$ cat src/rtl/tcw_cfg.svh
// Function
// - Channel A output mode sits in control bits 7:6, and any nonzero value hands the pin over to compare_out_a; the code also needs dir_en bit 0.
// - Channel B output mode sits in control bits 5:4, and any nonzero value hands the pin over to compare_out_b; the code also needs dir_en bit 1.
// - In normal or clear-on-match mode, channel A codes 00/01/10/11 mean disconnect/toggle/clear/set on match.
// - In normal or clear-on-match mode, channel B codes 00/01/10/11 mean disconnect/toggle/clear/set on match.
// - In fast PWM, A code 01 toggles on match only with waveform_mode_hi, 10 clears/sets at BOTTOM, 11 inverts.
// - In fast PWM, channel B code 01 is reserved, 10 clears on match and sets at BOTTOM, 11 does the inverse.
// - Phase-correct A: 10 clears on up match, sets on down match, 11 reverse, 01 toggles with waveform_mode_hi.
// - In phase-correct PWM, channel B code 01 is reserved, 10 clears up and sets down, 11 the reverse.
// - In fast PWM, a compare value equal to TOP with the upper mode bit set ignores the match and acts at BOTTOM.
// - In phase-correct PWM, a compare value equal to TOP with upper mode bit set ignores the match, acts at TOP.
// - The waveform mode is control bits 1:0 plus waveform_mode_hi and picks sequence, TOP source and waveform.
// - Modes 0 and 2 use TOP 0xFF and compare_value_a, update compare values at once and flag overflow at MAX.
// - 1/5 phase-correct: load at TOP, flag at BOTTOM; 3/7 fast: load at BOTTOM, flag at MAX/TOP; 4/6 reserved.
`ifndef TCW_CFG_SVH
`define TCW_CFG_SVH
`define TCW_OFF_CTRL_A 8'h00
`define TCW_OFF_CTRL_B 8'h04
`define TCW_OFF_COUNT 8'h08
`define TCW_OFF_CMP_A 8'h0c
`define TCW_OFF_CMP_B 8'h10
`define TCW_OFF_STATUS 8'h14
`define TCW_OFF_MASK 8'h18
`define TCW_OFF_PIN_DIR 8'h1c
`define TCW_COM_A_HI 7
`define TCW_COM_A_LO 6
`define TCW_COM_B_HI 5
`define TCW_COM_B_LO 4
`define TCW_WGM_HI 1
`define TCW_WGM_LO 0
`define TCW_WGM_TOP_BIT 3
`define TCW_RUN_BIT 0
`define TCW_CTRL_A_MASK 8'hf3
`define TCW_CTRL_B_MASK 8'h09
`define TCW_ST_OVF 0
`define TCW_ST_MATCH_A 1
`define TCW_ST_MATCH_B 2
`define TCW_RST_BYTE 8'h00
`define TCW_RST_FLAGS 3'h0
`define TCW_MAX 8'hff
`define TCW_BOTTOM 8'h00
`endif

$ cat src/rtl/tcw_pkg.sv
`default_nettype none
package tcw_pkg;
  typedef enum logic [4:0] {
    TCW_NORMAL = 5'b00001,
    TCW_CLEAR = 5'b00010,
    TCW_FAST = 5'b00100,
    TCW_PHASE = 5'b01000,
    TCW_RSVD = 5'b10000
  } tcw_wave_t;

  typedef struct packed {
    logic match;
    logic bottom;
    logic top;
    logic up;
    logic cmp_top;
  } tcw_evt_t;

  typedef struct packed {
    logic lvl;
  } tcw_pin_t;

  typedef struct packed {
    logic [7:0] ctrl_a;
    logic [7:0] ctrl_b;
    logic [7:0] cnt;
    logic [7:0] cmp_a_buf;
    logic [7:0] cmp_b_buf;
    logic [7:0] cmp_a;
    logic [7:0] cmp_b;
    logic [2:0] stat;
    logic [2:0] mask;
    logic [1:0] dir_en;
    logic up;
    logic [1:0] oe;
    logic irq;
    logic [31:0] rdata;
    logic wr_pend;
    logic [7:0] waddr;
  } tcw_state_t;
endpackage
`default_nettype wire

$ cat src/rtl/tcw_top.sv
`timescale 1ns/10ps
`default_nettype none
`include "tcw_cfg.svh"
module tcw_top (
  // clock and reset
  input wire logic CLK,
  input wire logic RST_N,
  // ahb-lite slave
  input wire logic HSEL,
  input wire logic [31:0] HADDR,
  input wire logic [1:0] HTRANS,
  input wire logic HWRITE,
  input wire logic [2:0] HSIZE,
  input wire logic [31:0] HWDATA,
  input wire logic HREADY,
  output logic [31:0] HRDATA,
  output logic HREADYOUT,
  output logic HRESP,
  // compare output pins
  output logic COMPARE_OUT_A,
  output logic COMPARE_OE_A,
  output logic COMPARE_OUT_B,
  output logic COMPARE_OE_B,
  // interrupt
  output logic IRQ
);
  tcw_pkg::tcw_state_t r_reg;
  tcw_pkg::tcw_state_t r_next;
  tcw_pkg::tcw_wave_t wave;
  tcw_pkg::tcw_evt_t evt [2];
  logic [1:0] com [2];
  logic [1:0] lvl;
  logic [7:0] cmp_act [2];
  logic [7:0] top_val;
  logic run;
  logic wgm_hi;
  logic at_top;
  logic at_bottom;
  logic ovf;
  logic [2:0] hits;
  logic [2:0] clr;
  logic take;

  // three-bit mode to waveform class
  function automatic tcw_pkg::tcw_wave_t wave_of(input logic [2:0] m);
    case (m)
      3'h0: wave_of = tcw_pkg::TCW_NORMAL;
      3'h2: wave_of = tcw_pkg::TCW_CLEAR;
      3'h3, 3'h7: wave_of = tcw_pkg::TCW_FAST;
      3'h1, 3'h5: wave_of = tcw_pkg::TCW_PHASE;
      default: wave_of = tcw_pkg::TCW_RSVD;
    endcase
  endfunction

  function automatic logic [31:0] read_mux(input tcw_pkg::tcw_state_t s, input logic [7:0] a);
    case (a)
      `TCW_OFF_CTRL_A: read_mux = {24'h000000, s.ctrl_a};
      `TCW_OFF_CTRL_B: read_mux = {24'h000000, s.ctrl_b};
      `TCW_OFF_COUNT: read_mux = {24'h000000, s.cnt};
      `TCW_OFF_CMP_A: read_mux = {24'h000000, s.cmp_a_buf};
      `TCW_OFF_CMP_B: read_mux = {24'h000000, s.cmp_b_buf};
      `TCW_OFF_STATUS: read_mux = {29'h00000000, s.stat};
      `TCW_OFF_MASK: read_mux = {29'h00000000, s.mask};
      `TCW_OFF_PIN_DIR: read_mux = {30'h00000000, s.dir_en};
      default: read_mux = 32'h00000000;
    endcase
  endfunction

  assign run = r_reg.ctrl_b[`TCW_RUN_BIT];
  assign wgm_hi = r_reg.ctrl_b[`TCW_WGM_TOP_BIT];
  assign wave = wave_of({wgm_hi, r_reg.ctrl_a[`TCW_WGM_HI:`TCW_WGM_LO]});
  assign com[0] = r_reg.ctrl_a[`TCW_COM_A_HI:`TCW_COM_A_LO];
  assign com[1] = r_reg.ctrl_a[`TCW_COM_B_HI:`TCW_COM_B_LO];
  assign cmp_act[0] = r_reg.cmp_a;
  assign cmp_act[1] = r_reg.cmp_b;
  // top from compare A in clear-on-match and in modes 5 and 7
  assign top_val = (wave == tcw_pkg::TCW_CLEAR || wgm_hi) ? r_reg.cmp_a : `TCW_MAX;
  assign at_top = (r_reg.cnt == top_val);
  assign at_bottom = (r_reg.cnt == `TCW_BOTTOM);
  assign take = HSEL & HTRANS[1] & HREADY;

  genvar gi;
  generate
    for (gi = 0; gi < 2; gi++) begin : g_chan
      assign evt[gi].match = run & (r_reg.cnt == cmp_act[gi]);
      assign evt[gi].bottom = run & at_bottom;
      assign evt[gi].top = run & at_top;
      assign evt[gi].up = r_reg.up;
      assign evt[gi].cmp_top = (cmp_act[gi] == top_val);
      tcw_cmp_out #(.CHAN_B(gi == 1)) u_out (
        .clk(CLK),
        .rst_n(RST_N),
        .com(com[gi]),
        .wgm_hi(wgm_hi),
        .wave(wave),
        .evt(evt[gi]),
        .lvl(lvl[gi])
      );
    end
  endgenerate

  always_comb begin
    r_next = r_reg;
    ovf = 1'b0;
    clr = 3'h0;
    // register writes land in the data phase
    if (r_reg.wr_pend) begin
      case (r_reg.waddr)
        `TCW_OFF_CTRL_A: r_next.ctrl_a = HWDATA[7:0] & `TCW_CTRL_A_MASK;
        `TCW_OFF_CTRL_B: r_next.ctrl_b = HWDATA[7:0] & `TCW_CTRL_B_MASK;
        `TCW_OFF_CMP_A: r_next.cmp_a_buf = HWDATA[7:0];
        `TCW_OFF_CMP_B: r_next.cmp_b_buf = HWDATA[7:0];
        `TCW_OFF_STATUS: clr = HWDATA[2:0];
        `TCW_OFF_MASK: r_next.mask = HWDATA[2:0];
        `TCW_OFF_PIN_DIR: r_next.dir_en = HWDATA[1:0];
        default: r_next.mask = r_reg.mask;
      endcase
    end
    // counting sequence per waveform class
    if (run) begin
      case (wave)
        tcw_pkg::TCW_NORMAL: begin
          r_next.cnt = r_reg.cnt + 8'h01;
          ovf = (r_reg.cnt == `TCW_MAX);
        end
        tcw_pkg::TCW_CLEAR: begin
          r_next.cnt = at_top ? `TCW_BOTTOM : r_reg.cnt + 8'h01;
          ovf = (r_reg.cnt == `TCW_MAX);
        end
        tcw_pkg::TCW_FAST: begin
          r_next.cnt = at_top ? `TCW_BOTTOM : r_reg.cnt + 8'h01;
          ovf = at_top;
          // reload on the wrap so new values start at bottom
          if (at_top) begin
            r_next.cmp_a = r_reg.cmp_a_buf;
            r_next.cmp_b = r_reg.cmp_b_buf;
          end
        end
        tcw_pkg::TCW_PHASE: begin
          if (r_reg.up) begin
            if (at_top) begin
              r_next.up = 1'b0;
              r_next.cnt = at_bottom ? r_reg.cnt : r_reg.cnt - 8'h01;
              r_next.cmp_a = r_reg.cmp_a_buf;
              r_next.cmp_b = r_reg.cmp_b_buf;
            end else begin
              r_next.cnt = r_reg.cnt + 8'h01;
            end
          end else if (at_bottom) begin
            r_next.up = 1'b1;
            r_next.cnt = r_reg.cnt + 8'h01;
            ovf = 1'b1;
          end else begin
            r_next.cnt = r_reg.cnt - 8'h01;
          end
        end
        default: r_next.cnt = r_reg.cnt;
      endcase
    end
    if (wave != tcw_pkg::TCW_PHASE) begin
      r_next.up = 1'b1;
    end
    // normal and clear-on-match classes use compare values immediately
    if (wave == tcw_pkg::TCW_NORMAL || wave == tcw_pkg::TCW_CLEAR) begin
      r_next.cmp_a = r_next.cmp_a_buf;
      r_next.cmp_b = r_next.cmp_b_buf;
    end
    hits = 3'h0;
    hits[`TCW_ST_OVF] = ovf;
    hits[`TCW_ST_MATCH_A] = evt[0].match;
    hits[`TCW_ST_MATCH_B] = evt[1].match;
    // a hit in the clearing cycle survives
    r_next.stat = (r_reg.stat & ~clr) | hits;
    r_next.irq = |(r_next.stat & r_next.mask);
    // pin driven only when mode is nonzero and software set direction
    r_next.oe[0] = (r_next.ctrl_a[`TCW_COM_A_HI:`TCW_COM_A_LO] != 2'b00) & r_next.dir_en[0];
    r_next.oe[1] = (r_next.ctrl_a[`TCW_COM_B_HI:`TCW_COM_B_LO] != 2'b00) & r_next.dir_en[1];
    // address phase; read data built from post-write state
    r_next.wr_pend = take & HWRITE;
    if (take) begin
      r_next.waddr = {HADDR[7:2], 2'b00};
    end
    if (take && !HWRITE) begin
      r_next.rdata = read_mux(r_next, {HADDR[7:2], 2'b00});
    end
  end

  always_ff @(posedge CLK or negedge RST_N) begin
    if (!RST_N) begin
      r_reg <= '0;
    end else begin
      r_reg <= r_next;
    end
  end

  assign HRDATA = r_reg.rdata;
  // zero wait states, never an error
  assign HREADYOUT = 1'b1;
  assign HRESP = 1'b0;
  assign COMPARE_OUT_A = lvl[0];
  assign COMPARE_OUT_B = lvl[1];
  assign COMPARE_OE_A = r_reg.oe[0];
  assign COMPARE_OE_B = r_reg.oe[1];
  assign IRQ = r_reg.irq;
endmodule // tcw_top
`default_nettype wire

$ cat src/rtl/tcw_cmp_out.sv
`timescale 1ns/10ps
`default_nettype none
module tcw_cmp_out #(
  parameter bit CHAN_B = 1'b0
) (
  // clock and reset
  input wire logic clk,
  input wire logic rst_n,
  // configuration
  input wire logic [1:0] com,
  input wire logic wgm_hi,
  input wire tcw_pkg::tcw_wave_t wave,
  // counter events
  input wire tcw_pkg::tcw_evt_t evt,
  // waveform
  output logic lvl
);
  tcw_pkg::tcw_pin_t r_reg;
  tcw_pkg::tcw_pin_t r_next;
  logic ign;
  logic tgl;

  always_comb begin
    r_next = r_reg;
    ign = com[1] & evt.cmp_top;
    // code 01 toggles in PWM only on channel A with the TOP-select bit
    tgl = (com == 2'b01) & ~CHAN_B & wgm_hi & evt.match;
    case (wave)
      tcw_pkg::TCW_NORMAL, tcw_pkg::TCW_CLEAR: begin
        if (evt.match) begin
          case (com)
            2'b01: r_next.lvl = ~r_reg.lvl;
            2'b10: r_next.lvl = 1'b0;
            2'b11: r_next.lvl = 1'b1;
            default: r_next.lvl = r_reg.lvl;
          endcase
        end
      end
      tcw_pkg::TCW_FAST: begin
        if (tgl) begin
          r_next.lvl = ~r_reg.lvl;
        end
        if (com[1]) begin
          if (evt.bottom) begin
            r_next.lvl = ~com[0];
          end
          // match wins over bottom so a zero compare still shows
          if (evt.match && !ign) begin
            r_next.lvl = com[0];
          end
        end
      end
      tcw_pkg::TCW_PHASE: begin
        if (tgl) begin
          r_next.lvl = ~r_reg.lvl;
        end
        if (com[1]) begin
          if (evt.match && !ign) begin
            r_next.lvl = evt.up ? com[0] : ~com[0];
          end
          if (ign && evt.top) begin
            r_next.lvl = com[0];
          end
        end
      end
      default: r_next.lvl = r_reg.lvl;
    endcase
  end

  always_ff @(posedge clk or negedge rst_n) begin
    if (!rst_n) begin
      r_reg <= '0;
    end else begin
      r_reg <= r_next;
    end
  end

  assign lvl = r_reg.lvl;
endmodule // tcw_cmp_out
`default_nettype wire

$ cat config.mk
export PLATFORM = sky130hd
export DESIGN_NAME = tcw_top
export DESIGN_NICKNAME = d
export VERILOG_FILES = /design/src/rtl/tcw_pkg.sv /design/src/rtl/tcw_top.sv /design/src/rtl/tcw_cmp_out.sv
export VERILOG_INCLUDE_DIRS = /design/src /design/src/rtl
export SDC_FILE = /design/constraint.sdc
export NUM_CORES = 1
export LEC_CHECK = 0
export BUFFER_PORTS_ARGS = -buffer_cell sky130_fd_sc_hd__buf_4
export CELL_PAD_IN_SITES_DETAIL_PLACEMENT = 1
export CELL_PAD_IN_SITES_GLOBAL_PLACEMENT = 1
export CORE_UTILIZATION = 45
export CTS_CLUSTER_DIAMETER = 120
export CTS_CLUSTER_SIZE = 10
export DETAILED_ROUTE_END_ITERATION = 6
export PLACE_DENSITY_LB_ADDON = 0.2
export SLEW_MARGIN = 20
export SYNTH_ARGS = -nofsm -noshare
export SYNTH_HDL_FRONTEND = slang
export SYNTH_SLANG_ARGS = --single-unit
$ cat constraint.sdc
create_clock -name CLK -period 8.4 [get_ports CLK]
set_input_delay 1.68 -clock CLK [delete_from_list [all_inputs] [get_ports CLK]]
set_output_delay 1.68 -clock CLK [all_outputs]
set_load 0.1 [all_outputs]
==> Flow_metrics.wiki, run 1 <==
{| class="wikitable"
! Metric !! Value
|-
| Largest clock skew in the final design || 12.8 ps
|-
| Met3 wire length || 691 um
|-
| H-tree Lvls || 3
|-
| Cts repair resizes || 0
|-
| Maximum number of pins on one net before global-route repair || 52
|-
| Post-Place Worst Slack || 4570 ps
|-
| Category of the worst setup path capture point || flip-flop
|-
| Port Buffers || 32
|-
| Arrival @ worst endpoint || 3820 ps
|-
| Die height || 116 um
|-
| CP required || 8620 ps
|-
| Pre-Repair DR Iteration Count || 5
|-
| Number of primary I/O pins || 113
|-
| Number of diodes added for antenna fixing || 0
|-
| Via count normalized by instance count || 6.00
|-
| Critical path startpoint || r_reg[102]
|-
| Slew of the pin with the lowest slew margin || slightly above 800 ps
|-
| Global routing usage summed across all routing layers || 0.290
|-
| Combined area of all synthesized cells || 5860 um^2
|-
| Worst R2R Start || r_reg[102]
|-
| Number of setup violations in the final report || 0
|-
| Worst hold margin || 488 ps
|-
| Net switching fraction of the power || 0.428
|-
| Aggregate routed wire length || ~18 mm
|-
| Sum of negative setup slack || 0 ps
|-
| Wl on met1 || between 8 and 9 mm
|-
| Power per Cell Area || 231 nW/um^2
|-
| Post-CTS setup-driven buffer insertion count || 0
|-
| Leakage power || between 2 and 3 nW
|-
| Number of flip-flops in the largest register || 51
|-
| Number of DRC markers after the initial detailed-route iteration || ~360
|-
| TritonCTS clock tree || done
|-
| CTS Sinks || between 80 and 90
|-
| Number of nets still failing antenna checks after routing || 0
|-
| Highest layer used for signal routing || met4
|-
| Number of enable-type register cells in the synthesized netlist || 0
|-
| DR WL/cell || around 21 um
|-
| DRC Markers || 0
|-
| Seq/Total Area, Yosys || 0.363
|-
| Vias in the first global route || approximately 5300
|-
| Metal2 WL || 8.64 mm
|-
| Remaining max-slew budget at the tightest pin || 0.445
|-
| Largest area contributor in the synthesized netlist || dfrtp_1
|-
| Post-synthesis register bit count || 85
|-
| Logic gate share of total power || 0.322
|-
| TritonCTS Buffers || 9
|-
| Commonest cells post-synth || dfrtp_1 (85), nand2_1 (75), nor2_1 (53)
|-
| Antenna violations before repair || 0
|-
| Hold buffer count at CTS || 0
|-
| Number of maximum-capacitance constraint violations || 0
|-
| Total power after layout || 0.00145 W
|-
| Endpoints failing hold || 0
|-
| Critical path start-end classification || flip-flop to flip-flop
|-
| Total count of max-transition violations in the final report || 0
|-
| Yosys Warn Count || 0
|-
| First-pass GRT wire length || 29.4 mm
|-
| Initial core utilization || 0.462
|-
| Area growth, synth to finish || 7.28%
|-
| Dominant cells by area after synthesis || dfrtp_1 (36%), nand2_1 (4.8%), buf_4 (4.5%), mux2i_1 (3.9%), a21oi_1 (3.8%)
|-
| Most common cell in the netlist || dfrtp_1
|-
| NumNets Final || 769
|-
| Count of vias placed by the detailed router || 5184
|-
| Unrepaired setup endpoints after global routing || no
|-
| Startpoint kind of the worst setup timing path || flip-flop
|-
| Period Utilization, post-route || 0.428
|-
| Clock root buffer || clkbuf_16
|-
| Power Internal || 0.000829 W
|-
| Portion of synthesized cell area occupied by the leading cell type || 0.363
|-
| Status || complete, no violations
|-
| Maximum fanout along the worst path || 14
|-
| Die area || between 10000 and 15000 um^2
|-
| Type of the tightest min-delay check || flip-flop to flip-flop
|-
| Top_reg_cell synth || dfrtp_1
|-
| Clock network fraction of total power || 0.266
|-
| Register clock-pin slew on the reported worst setup and hold paths || about 60 ps
|-
| Peak ir drop on the vdd network || 0.000115 V
|-
| Std cell rows || 41
|-
| Fraction of final layout cells sized beyond drive strength 1 || 0.123
|-
| Core Footprint || 12700 um^2
|-
| Period minus WS final || 3600 ps
|-
| Highest clock frequency the design can meet || 0.278 GHz
|-
| Hold Crit Start || r_reg[95]
|-
| Sequential Power Share || 0.412
|-
| Post-route worst setup slack || 4800 ps
|-
| Sw Pwr || 0.000620 W
|-
| Clock latency on the worst-skew pair || between 300 and 400 ps
|-
| Post-synthesis average cell area || 8.44 um^2
|-
| Distinct cells, synth || 78
|-
| Max clock buf depth || 2
|-
| Routability congestion estimate from global placement || 0.856
|-
| Estimated wirelength of the detail-placed design || 13.4 mm
|-
| Asr flop ratio synth || 1.00
|-
| Post-layout utilization of the core || 0.496
|-
| Global route overflow || 0
|-
| Post-Synthesis Cells || around 690
|-
| Horizontal die dimension || 116 um
|}
-- path summary, 6_finish.rpt --
path	to	slack [ps]	cells after the start
max	HRDATA[5]	4800	8
min	r_reg[95]	490	1
max reg2reg	HRDATA[5]	4800	8
min reg2reg	r_reg[95]	490	1
max in group asynchronous	r_reg[101]	6040	2
min in group asynchronous	g_chan[0].u_out.lvl	1310	1
-- area by class of cell --
cell class,count,area (um^2)
Timing Repair Buffer,35,263
Inverter,46,173
Sequential cell,85,2130
Clock buffer,11,243
Multi-Input combinational cell,510,3220
Clock inverter,5,42.5
Fill cell,1529,6390
Tap cell,172,215
-- metrics by stage --
| stage | std cells | instance area, um^2 |
|---|---|---|
| after floorplan | 718 | 5950 |
| after global placement | 848 | 6000 |
| after detailed placement | 848 | 6000 |
| after CTS | 864 | 6280 |
| after global routing | 864 | 6280 |
| final | 864 | 6280 |
-- worst max-delay path, cell delays in order (launching register included) --
cell     delay, ps
dfrtp_1        710
nor2b_1        690
nor2_4         170
o31ai_1        360
o22ai_2        260
o31ai_1        600
nor2_1         250
a41oi_1        310
o22ai_1        110
-- logic make-up (layout without fill, tap and decap cells) --
group | after synthesis | after routing | share of synthesized area
buf+inv | 123 | 97 | 0.103
fa+ha+maj | 8 | 8 | 0.0171
simple gates | 238 | 238 | 0.206
flops | 85 | 85 | 0.363
mux | 38 | 38 | 0.0688
compound gates | 181 | 181 | 0.212
xor+xnor | 19 | 19 | 0.0284
other cells | 2 | 26 | 0.00128
-- power by group through the flow --
stage / registers, W / clock network [W] / logic, W
floorplan: 0.000512 / 0 / 0.000429
global placement: 0.000598 / 0 / 0.000439
detailed placement: 0.000603 / 0 / 0.000461
CTS: 0.000595 / 0.000393 / 0.000465
global route: 0.000607 / 0.000408 / 0.000516
finish: 0.000597 / 0.000385 / 0.000467
-- routing by layer --
metal,vias up,GRT usage
met5,-,0
met4,0,0.141
met1,2579,0.384
li1,2397,-
met2,157,0.467
met3,51,0.0426
-- layout by cell type (no fill, tap or decap), types with 13 or more instances in the layout --
| master | instances |
|---|---|
| o22ai_1 | 14 |
| nand3_1 | 21 |
| xor2_1 | 14 |
| a21oi_1 | 45 |
| buf_4 | 35 |
| dfrtp_1 | 85 |
| o21ai_0 | 41 |
| nor4_1 | 13 |
| mux2i_1 | 23 |
| mux2_2 | 14 |
| and2_1 | 14 |
| nand2_1 | 75 |
| conb_1 | 26 |
| nor2_1 | 53 |
| nor3_1 | 13 |
| inv_1 | 44 |
Power figures use the tool's default switching activity.
==> run 2: changes to the inputs <==
--- a/config.mk
+++ b/config.mk
@@ -9,7 +9,7 @@
 export BUFFER_PORTS_ARGS = -buffer_cell sky130_fd_sc_hd__buf_4
 export CELL_PAD_IN_SITES_DETAIL_PLACEMENT = 1
 export CELL_PAD_IN_SITES_GLOBAL_PLACEMENT = 1
-export CORE_UTILIZATION = 45
+export CORE_UTILIZATION = 38
 export CTS_CLUSTER_DIAMETER = 120
 export CTS_CLUSTER_SIZE = 10
 export DETAILED_ROUTE_END_ITERATION = 6
==> constraint.sdc (replaced) <==
create_clock -name CLK -period 3 [get_ports CLK]
set_input_delay 0.6 -clock CLK [delete_from_list [all_inputs] [get_ports CLK]]
set_output_delay 0.6 -clock CLK [all_outputs]
set_load 0.1 [all_outputs]
==> run 2 against run 1 <==
Compared with the run above:
- clock power rose to 2.8 times the previous value
- highest routed layer unchanged
- clock skew down 5.0 ps
- die area up 18%
- critical path depth is 2 higher
- hold slack worse by 230 ps
- power rose to 2.9 times the previous value
- first-iteration DRC count fell by 37%
- worst setup slack got worse by 4700 ps
- critical endpoint unchanged
==> Flow_metrics.wiki, run 2 (synthesized netlist as in run 1, its figures left out) <==
{| class="wikitable"
! Metric !! Value
|-
| Category of the worst setup path capture point || flip-flop
|-
| Number of nets still failing antenna checks after routing || 0 (unchanged)
|-
| Horizontal die dimension || 126 um (+8.7%)
|-
| Number of setup violations in the final report || 0 (unchanged)
|-
| Port Buffers || 32 (unchanged)
|-
| Leakage power || 3.01 nW (+7.1%)
|-
| Std cell rows || 45 (+9.8%)
|-
| Number of flip-flops in the largest register || 51 (unchanged)
|-
| Post-Place Worst Slack || 86.4 ps (-4490 ps)
|-
| Aggregate routed wire length || 19.3 mm (+6.0%)
|-
| Sum of negative setup slack || 0 ps (unchanged)
|-
| Top cell by count, worst path || buf_4
|-
| CTS Sinks || 85 (unchanged)
|-
| DR WL/cell || 20.9 um (-0.41%)
|-
| Critical path start-end classification || flip-flop to flip-flop
|-
| Via count normalized by instance count || 5.71 (-4.9%)
|-
| Count of vias placed by the detailed router || 5252 (+1.3%)
|-
| Critical Path Slowest Stage Cell || or4b_4
|-
| Largest incremental delay on the critical path || 610 ps (-100 ps)
|-
| Remaining max-slew budget at the tightest pin || 0.497 (+0.0526)
|-
| Initial core utilization || 0.387 (-0.0755)
|-
| Period minus WS final || 2910 ps (-692 ps)
|-
| Unrepaired setup endpoints after global routing || no
|-
| TritonCTS clock tree || done
|-
| Critical path, cell by cell || or4b_4 -> nor4b_2 -> buf_4 -> buf_4 -> mux2i_1 -> inv_1 -> a21oi_1 -> nand3_1 -> a41oi_1 -> o22ai_1
|-
| Total count of max-transition violations in the final report || 0 (unchanged)
|-
| Core Footprint || 15100 um^2 (+20%)
|-
| Post-Place Cells || 897 (+5.8%)
|-
| Die area || 15900 um^2 (+18%)
|-
| Pre-Repair DR Iteration Count || 4 (-1)
|-
| Post-layout utilization of the core || 0.438 (-0.0578)
|-
| Hold buffer count at CTS || 0 (unchanged)
|-
| Fraction of final layout cells sized beyond drive strength 1 || 0.178 (+0.0548)
|-
| Period Utilization, post-route || 0.968 (+0.540)
|-
| Estimated wirelength of the detail-placed design || 14.6 mm (+9.2%)
|-
| Number of diodes added for antenna fixing || 0 (unchanged)
|-
| H-tree Lvls || 3 (unchanged)
|-
| First-pass GRT wire length || 30.8 mm (+4.9%)
|-
| Top library cells by usage in the layout, fill and taps aside || dfrtp_1 (84), nand2_1 (75), buf_4 (74), nor2_1 (53), a21oi_1 (45)
|-
| Antenna violations before repair || 0 (unchanged)
|-
| Number of maximum-capacitance constraint violations || 0 (unchanged)
|-
| Most common cell after layout, fill and taps aside || dfrtp_1
|-
| DRC Markers || 0 (unchanged)
|-
| CP required || 3220 ps (-5400 ps)
|-
| Number of primary I/O pins || 113 (unchanged)
|-
| Peak ir drop on the vdd network || 0.000262 V (+130%)
|-
| Die height || 126 um (+8.7%)
|-
| Number of DRC markers after the initial detailed-route iteration || 227 (-37%)
|-
| Type of the tightest min-delay check || primary input to asynchronous set/reset pin
|-
| Status || complete, no violations
|-
| NumNets Final || 809 (+5.2%)
|-
| Count of filler cells inserted in the layout || 1771 (+16%)
|-
| Global route overflow || 0 (unchanged)
|-
| Slew of the pin with the lowest slew margin || 748 ps (-78.5 ps)
|-
| Clock latency on the worst-skew pair || 350 ps (about the same)
|-
| Arrival @ worst endpoint || 3120 ps (-700 ps)
|-
| Non-filler instance count after layout || 920 (+6.5%)
|-
| Max clock buf depth || 2 (unchanged)
|-
| Maximum number of pins on one net before global-route repair || 46 (-12%)
|-
| Area growth, synth to finish || 13.3%
|-
| TritonCTS Buffers || 9 (unchanged)
|-
| Post-route worst setup slack || 94.6 ps (-4710 ps)
|-
| Global routing usage summed across all routing layers || 0.255 (-0.0346)
|-
| Clock root buffer || clkbuf_16
|-
| Routability congestion estimate from global placement || 0.887 (+3.6%)
|-
| Vias in the first global route || 5434 (+1.9%)
|-
| Highest clock frequency the design can meet || 0.344 GHz (+24%)
|-
| Register clock-pin slew on the reported worst setup and hold paths || 70 ps (about the same)
|-
| Startpoint kind of the worst setup timing path || flip-flop
|-
| Power per Cell Area || 634 nW/um^2 (+170%)
|-
| Endpoints failing hold || 0 (unchanged)
|-
| Largest clock skew in the final design || 7.83 ps (-5.01 ps)
|-
| Maximum fanout along the worst path || 6 (-8)
|}
## run 2: final cells by class
class / instances / area (um^2) / area share
multi-input cells: 510 / 3240 / 0.489
well taps: 188 / 235 / 0.0354
flip-flops and latches: 85 / 2130 / 0.321
clock inverters: 7 / 55.1 / 0.00830
clock buffers: 9 / 225 / 0.0339
repair buffers: 75 / 576 / 0.0867
inverters: 46 / 173 / 0.0260
## run 2: worst paths after layout
| check | from | end | slack [ps] | depth (start not counted) |
|---|---|---|---|---|
| min reg2reg | r_reg[95] | r_reg[95] | 490 | 1 |
| min in group CLK | r_reg[95] | r_reg[95] | 490 | 1 |
| min | RST_N | g_chan[0].u_out.lvl | 250 | 1 |
| max | r_reg[5] | HRDATA[5] | 90 | 10 |
| max in group asynchronous | RST_N | r_reg[96] | 2060 | 2 |
| max reg2reg | r_reg[5] | HRDATA[5] | 90 | 10 |
## run 2: what timing repair did
item                       CTS  global route
gates resized for setup      0             5
setup endpoints to repair    0             7
setup buffers                0             7
## run 2: power breakdown
| group | total [W] | switching, W | internal [W] |
|---|---|---|---|
| logic | 0.00161 | 0.00107 | 0.000536 |
| registers | 0.00153 | 0.000237 | 0.00129 |
| clock network | 0.00108 | 0.000505 | 0.000572 |
| total | 0.00421 | 0.00181 | 0.00240 |
## run 2: stage by stage
| stage | power (W) | hold WS [ps] | area (um^2) |
|---|---|---|---|
| floorplan | 0.00263 | 304 | 5950 |
| detailed placement | 0.00311 | 471 | 6280 |
| global route | 0.00445 | 286 | 6640 |
| CTS | 0.00420 | 266 | 6560 |
| global placement | 0.00304 | 469 | 6280 |
| finish | 0.00421 | 254 | 6640 |
## run 2: layer usage
metal | vias up | wire length, um | track usage
met5 | - | 0 | 0
met4 | 0 | 594 | 0.117
met3 | 25 | 746 | 0.0374
met2 | 121 | 9260 | 0.414
met1 | 2640 | 8660 | 0.336
li1 | 2466 | - | -
## run 2: worst max-delay path, delay by kind of cell, from the launching register on
| family | cells | cell delay [ps] |
|---|---|---|
| flip-flops | 1 | 410 |
| buffers and inverters | 3 | 410 |
| AO/OA/AOI/OAI | 3 | 680 |
| AND/OR/NAND/NOR | 3 | 1060 |
| multiplexers | 1 | 210 |
==> run 3: changes to the inputs <==
--- a/config.mk
+++ b/config.mk
@@ -9,6 +9,7 @@
 export BUFFER_PORTS_ARGS = -buffer_cell sky130_fd_sc_hd__buf_4
 export CELL_PAD_IN_SITES_DETAIL_PLACEMENT = 1
 export CELL_PAD_IN_SITES_GLOBAL_PLACEMENT = 1
+export CORE_ASPECT_RATIO = 1.1
 export CORE_UTILIZATION = 38
 export CTS_CLUSTER_DIAMETER = 120
 export CTS_CLUSTER_SIZE = 10
==> run 3 against run 2 <==
Compared with the run above:
- sequential power about the same
- maximum frequency about the same
- non-clock buffer count decreased by 4
- sequential share of layout area decreased by 0.25 points
- final cell count increased by 0.43%
- clock-buffer cell count unchanged
- utilization increased by 0.58 points
- via count decreased by 0.61%
- critical path type unchanged
- largest power group unchanged
==> Flow_metrics.wiki, run 3 (synthesized netlist as in run 1, its figures left out) <==
{| class="wikitable"
! Metric !! Value
|-
| Count of filler cells inserted in the layout || 1832 (+3.4%)
|-
| Area growth, synth to finish || 14.1%
|-
| Startpoint kind of the worst setup timing path || flip-flop
|-
| Fraction of final layout cells sized beyond drive strength 1 || 0.169 (-0.00864)
|-
| Global routing usage summed across all routing layers || 0.250 (-0.00478)
|-
| Vias in the first global route || 5616 (+3.3%)
|-
| Antenna violations before repair || 0 (unchanged)
|-
| CTS Sinks || 85 (unchanged)
|-
| Global route overflow || 0 (unchanged)
|-
| Worst R2R Start || r_reg[5]
|-
| Post-layout utilization of the core || 0.444 (+0.00582)
|-
| Pre-Repair DR Iteration Count || 5 (+1)
|-
| Maximum fanout along the worst path || 8 (+2)
|-
| Largest incremental delay on the critical path || 610 ps (about the same)
|-
| Type of the tightest min-delay check || primary input to asynchronous set/reset pin
|-
| Endpoints failing hold || 0 (unchanged)
|-
| Cell area after layout || 6680 um^2 (+0.72%)
|-
| Std cell rows || 47 (+4.4%)
|-
| Most common cell after layout, fill and taps aside || dfrtp_1
|-
| Slew of the pin with the lowest slew margin || 802 ps (+53.5 ps)
|-
| Unrepaired setup endpoints after global routing || no
|-
| Die area || 15900 um^2 (about the same)
|-
| Routability congestion estimate from global placement || 0.861 (-2.9%)
|-
| First-pass GRT wire length || 30.6 mm (-0.58%)
|-
| Port Buffers || 32 (unchanged)
|-
| Clock latency on the worst-skew pair || 350 ps (about the same)
|-
| Largest clock skew in the final design || 9.64 ps (+1.81 ps)
|-
| Period minus WS final || 2910 ps (+2.74 ps)
|-
| Via count normalized by instance count || 5.65 (-1.0%)
|-
| Core Footprint || 15100 um^2 (-0.60%)
|-
| Power per Cell Area || 668 nW/um^2 (+5.3%)
|-
| Number of maximum-capacitance constraint violations || 0 (unchanged)
|-
| Count of vias placed by the detailed router || 5220 (-0.61%)
|-
| Sum of negative setup slack || 0 ps (unchanged)
|-
| Count of cells along the worst register-to-register path || 9 (-1)
|-
| Maximum number of pins on one net before global-route repair || 56 (+22%)
|-
| Aggregate routed wire length || 18.7 mm (-3.0%)
|-
| NumNets Final || 805 (-0.49%)
|-
| Footprint of the flip-flops and latches || 2130 um^2 (about the same)
|-
| Estimated wirelength of the detail-placed design || 14.4 mm (-1.4%)
|-
| Number of DRC markers after the initial detailed-route iteration || 253 (+11%)
|-
| H-tree Lvls || 3 (unchanged)
|-
| Post-Place Cells || 908 (+1.2%)
|-
| Peak ir drop on the vdd network || 0.000340 V (+30%)
|-
| DRC Markers || 0 (unchanged)
|-
| Number of nets still failing antenna checks after routing || 0 (unchanged)
|-
| TritonCTS clock tree || done
|-
| Critical Path Slowest Stage Cell || or4b_4
|-
| Top library cells by usage in the layout, fill and taps aside || dfrtp_1 (85), nand2_1 (75), buf_4 (69), nor2_1 (53), a21oi_1 (45)
|-
| Arrival @ worst endpoint || 3140 ps (+20 ps)
|-
| DR WL/cell || 20.2 um (-3.4%)
|-
| Placed cell area || 6320 um^2 (+0.72%)
|-
| TritonCTS Buffers || 9 (unchanged)
|-
| Non-filler instance count after layout || 924 (+0.43%)
|-
| Critical path, cell by cell || or4b_4 -> nor4_4 -> buf_4 -> mux2i_1 -> o22ai_1 -> or3_1 -> a31oi_1 -> a2bb2oi_1 -> o21ai_1
|-
| Register clock-pin slew on the reported worst setup and hold paths || 70 ps (about the same)
|-
| Initial core utilization || 0.389 (+0.00235)
|-
| Total count of max-transition violations in the final report || 0 (unchanged)
|-
| Die height || 132 um (+4.8%)
|-
| Number of flip-flops in the largest register || 51 (unchanged)
|-
| Clock root buffer || clkbuf_16
|-
| Number of diodes added for antenna fixing || 0 (unchanged)
|-
| Max clock buf depth || 2 (unchanged)
|-
| Remaining max-slew budget at the tightest pin || 0.461 (-0.0359)
|-
| Number of primary I/O pins || 113 (unchanged)
|-
| Period Utilization, post-route || 0.969 (about the same)
|-
| Leakage power || 3.04 nW (+0.85%)
|-
| Category of the worst setup path capture point || flip-flop
|-
| Capturing point of the worst reg2reg path || HRDATA[4]
|-
| Highest clock frequency the design can meet || 0.344 GHz (about the same)
|-
| CP required || 3230 ps (about the same)
|-
| Horizontal die dimension || 120 um (-4.6%)
|-
| Number of setup violations in the final report || 0 (unchanged)
|-
| Status || complete, no violations
|-
| Reg2reg setup slack || 90 ps (about the same)
|-
| Critical path start-end classification || flip-flop to flip-flop
|-
| Footprint of the multi-input gates || 3230 um^2 (-0.50%)
|}
run 3: worst max-delay path: cells and delay by family (launching register included):
kind	cells	cell delay, ps
AOI/OAI and AO/OA	4	630
muxes	1	320
buffers and inverters	1	250
DFF	1	410
and+or+nand+nor	3	1180
run 3: metal layers:
layer  vias up  GRT usage  wire length (um)
met4         0      0.110               734
met3        43     0.0381               663
met2       117      0.418              9070
met1      2593      0.319              8200
li1       2467          -                 -
met5         -          0                 0
run 3: report_power, final:
group          internal [W]  leakage (nW)  switching, W  total, W
Sequential          0.00129          1.11      0.000234   0.00152
Clock              0.000829         0.173      0.000516   0.00135
Combinational      0.000542          1.76       0.00105   0.00159
Total               0.00266          3.04       0.00180   0.00446
run 3: area by class of cell:
cell class	instances	area share
multi-input cells	510	0.483
inverters	46	0.0258
clock inverters	7	0.0191
repair buffers	71	0.0835
clock buffers	9	0.0337
flip-flops and latches	85	0.318
well taps	196	0.0367
run 3: repair_timing:
action,4_1_cts,5_1_grt
hold buffers,0,0
setup buffers,0,0
resized for setup,0,1
setup endpoints to repair,0,1
run 3: metrics by stage:
step	setup WS [ps]	total power (W)	hold slack, ps
finish	91.9	0.00446	197
global route	4.08	0.00471	231
CTS	77.0	0.00447	212
detailed placement	106	0.00311	472
global placement	143	0.00305	469
floorplan	164	0.00263	304
run 3: worst max-delay path by stage:
stage / slack [ps] / depth (start not counted) / end / start
finish: 90 / 9 / HRDATA[4] / r_reg[5]
global route: 4 / 9 / HRDATA[4] / r_reg[5]
CTS: 80 / 9 / HRDATA[4] / r_reg[5]
detailed placement: 110 / 9 / HRDATA[4] / r_reg[5]
global placement: 140 / 9 / HRDATA[4] / r_reg[5]
floorplan: 160 / 7 / HRDATA[0] / r_reg[5]
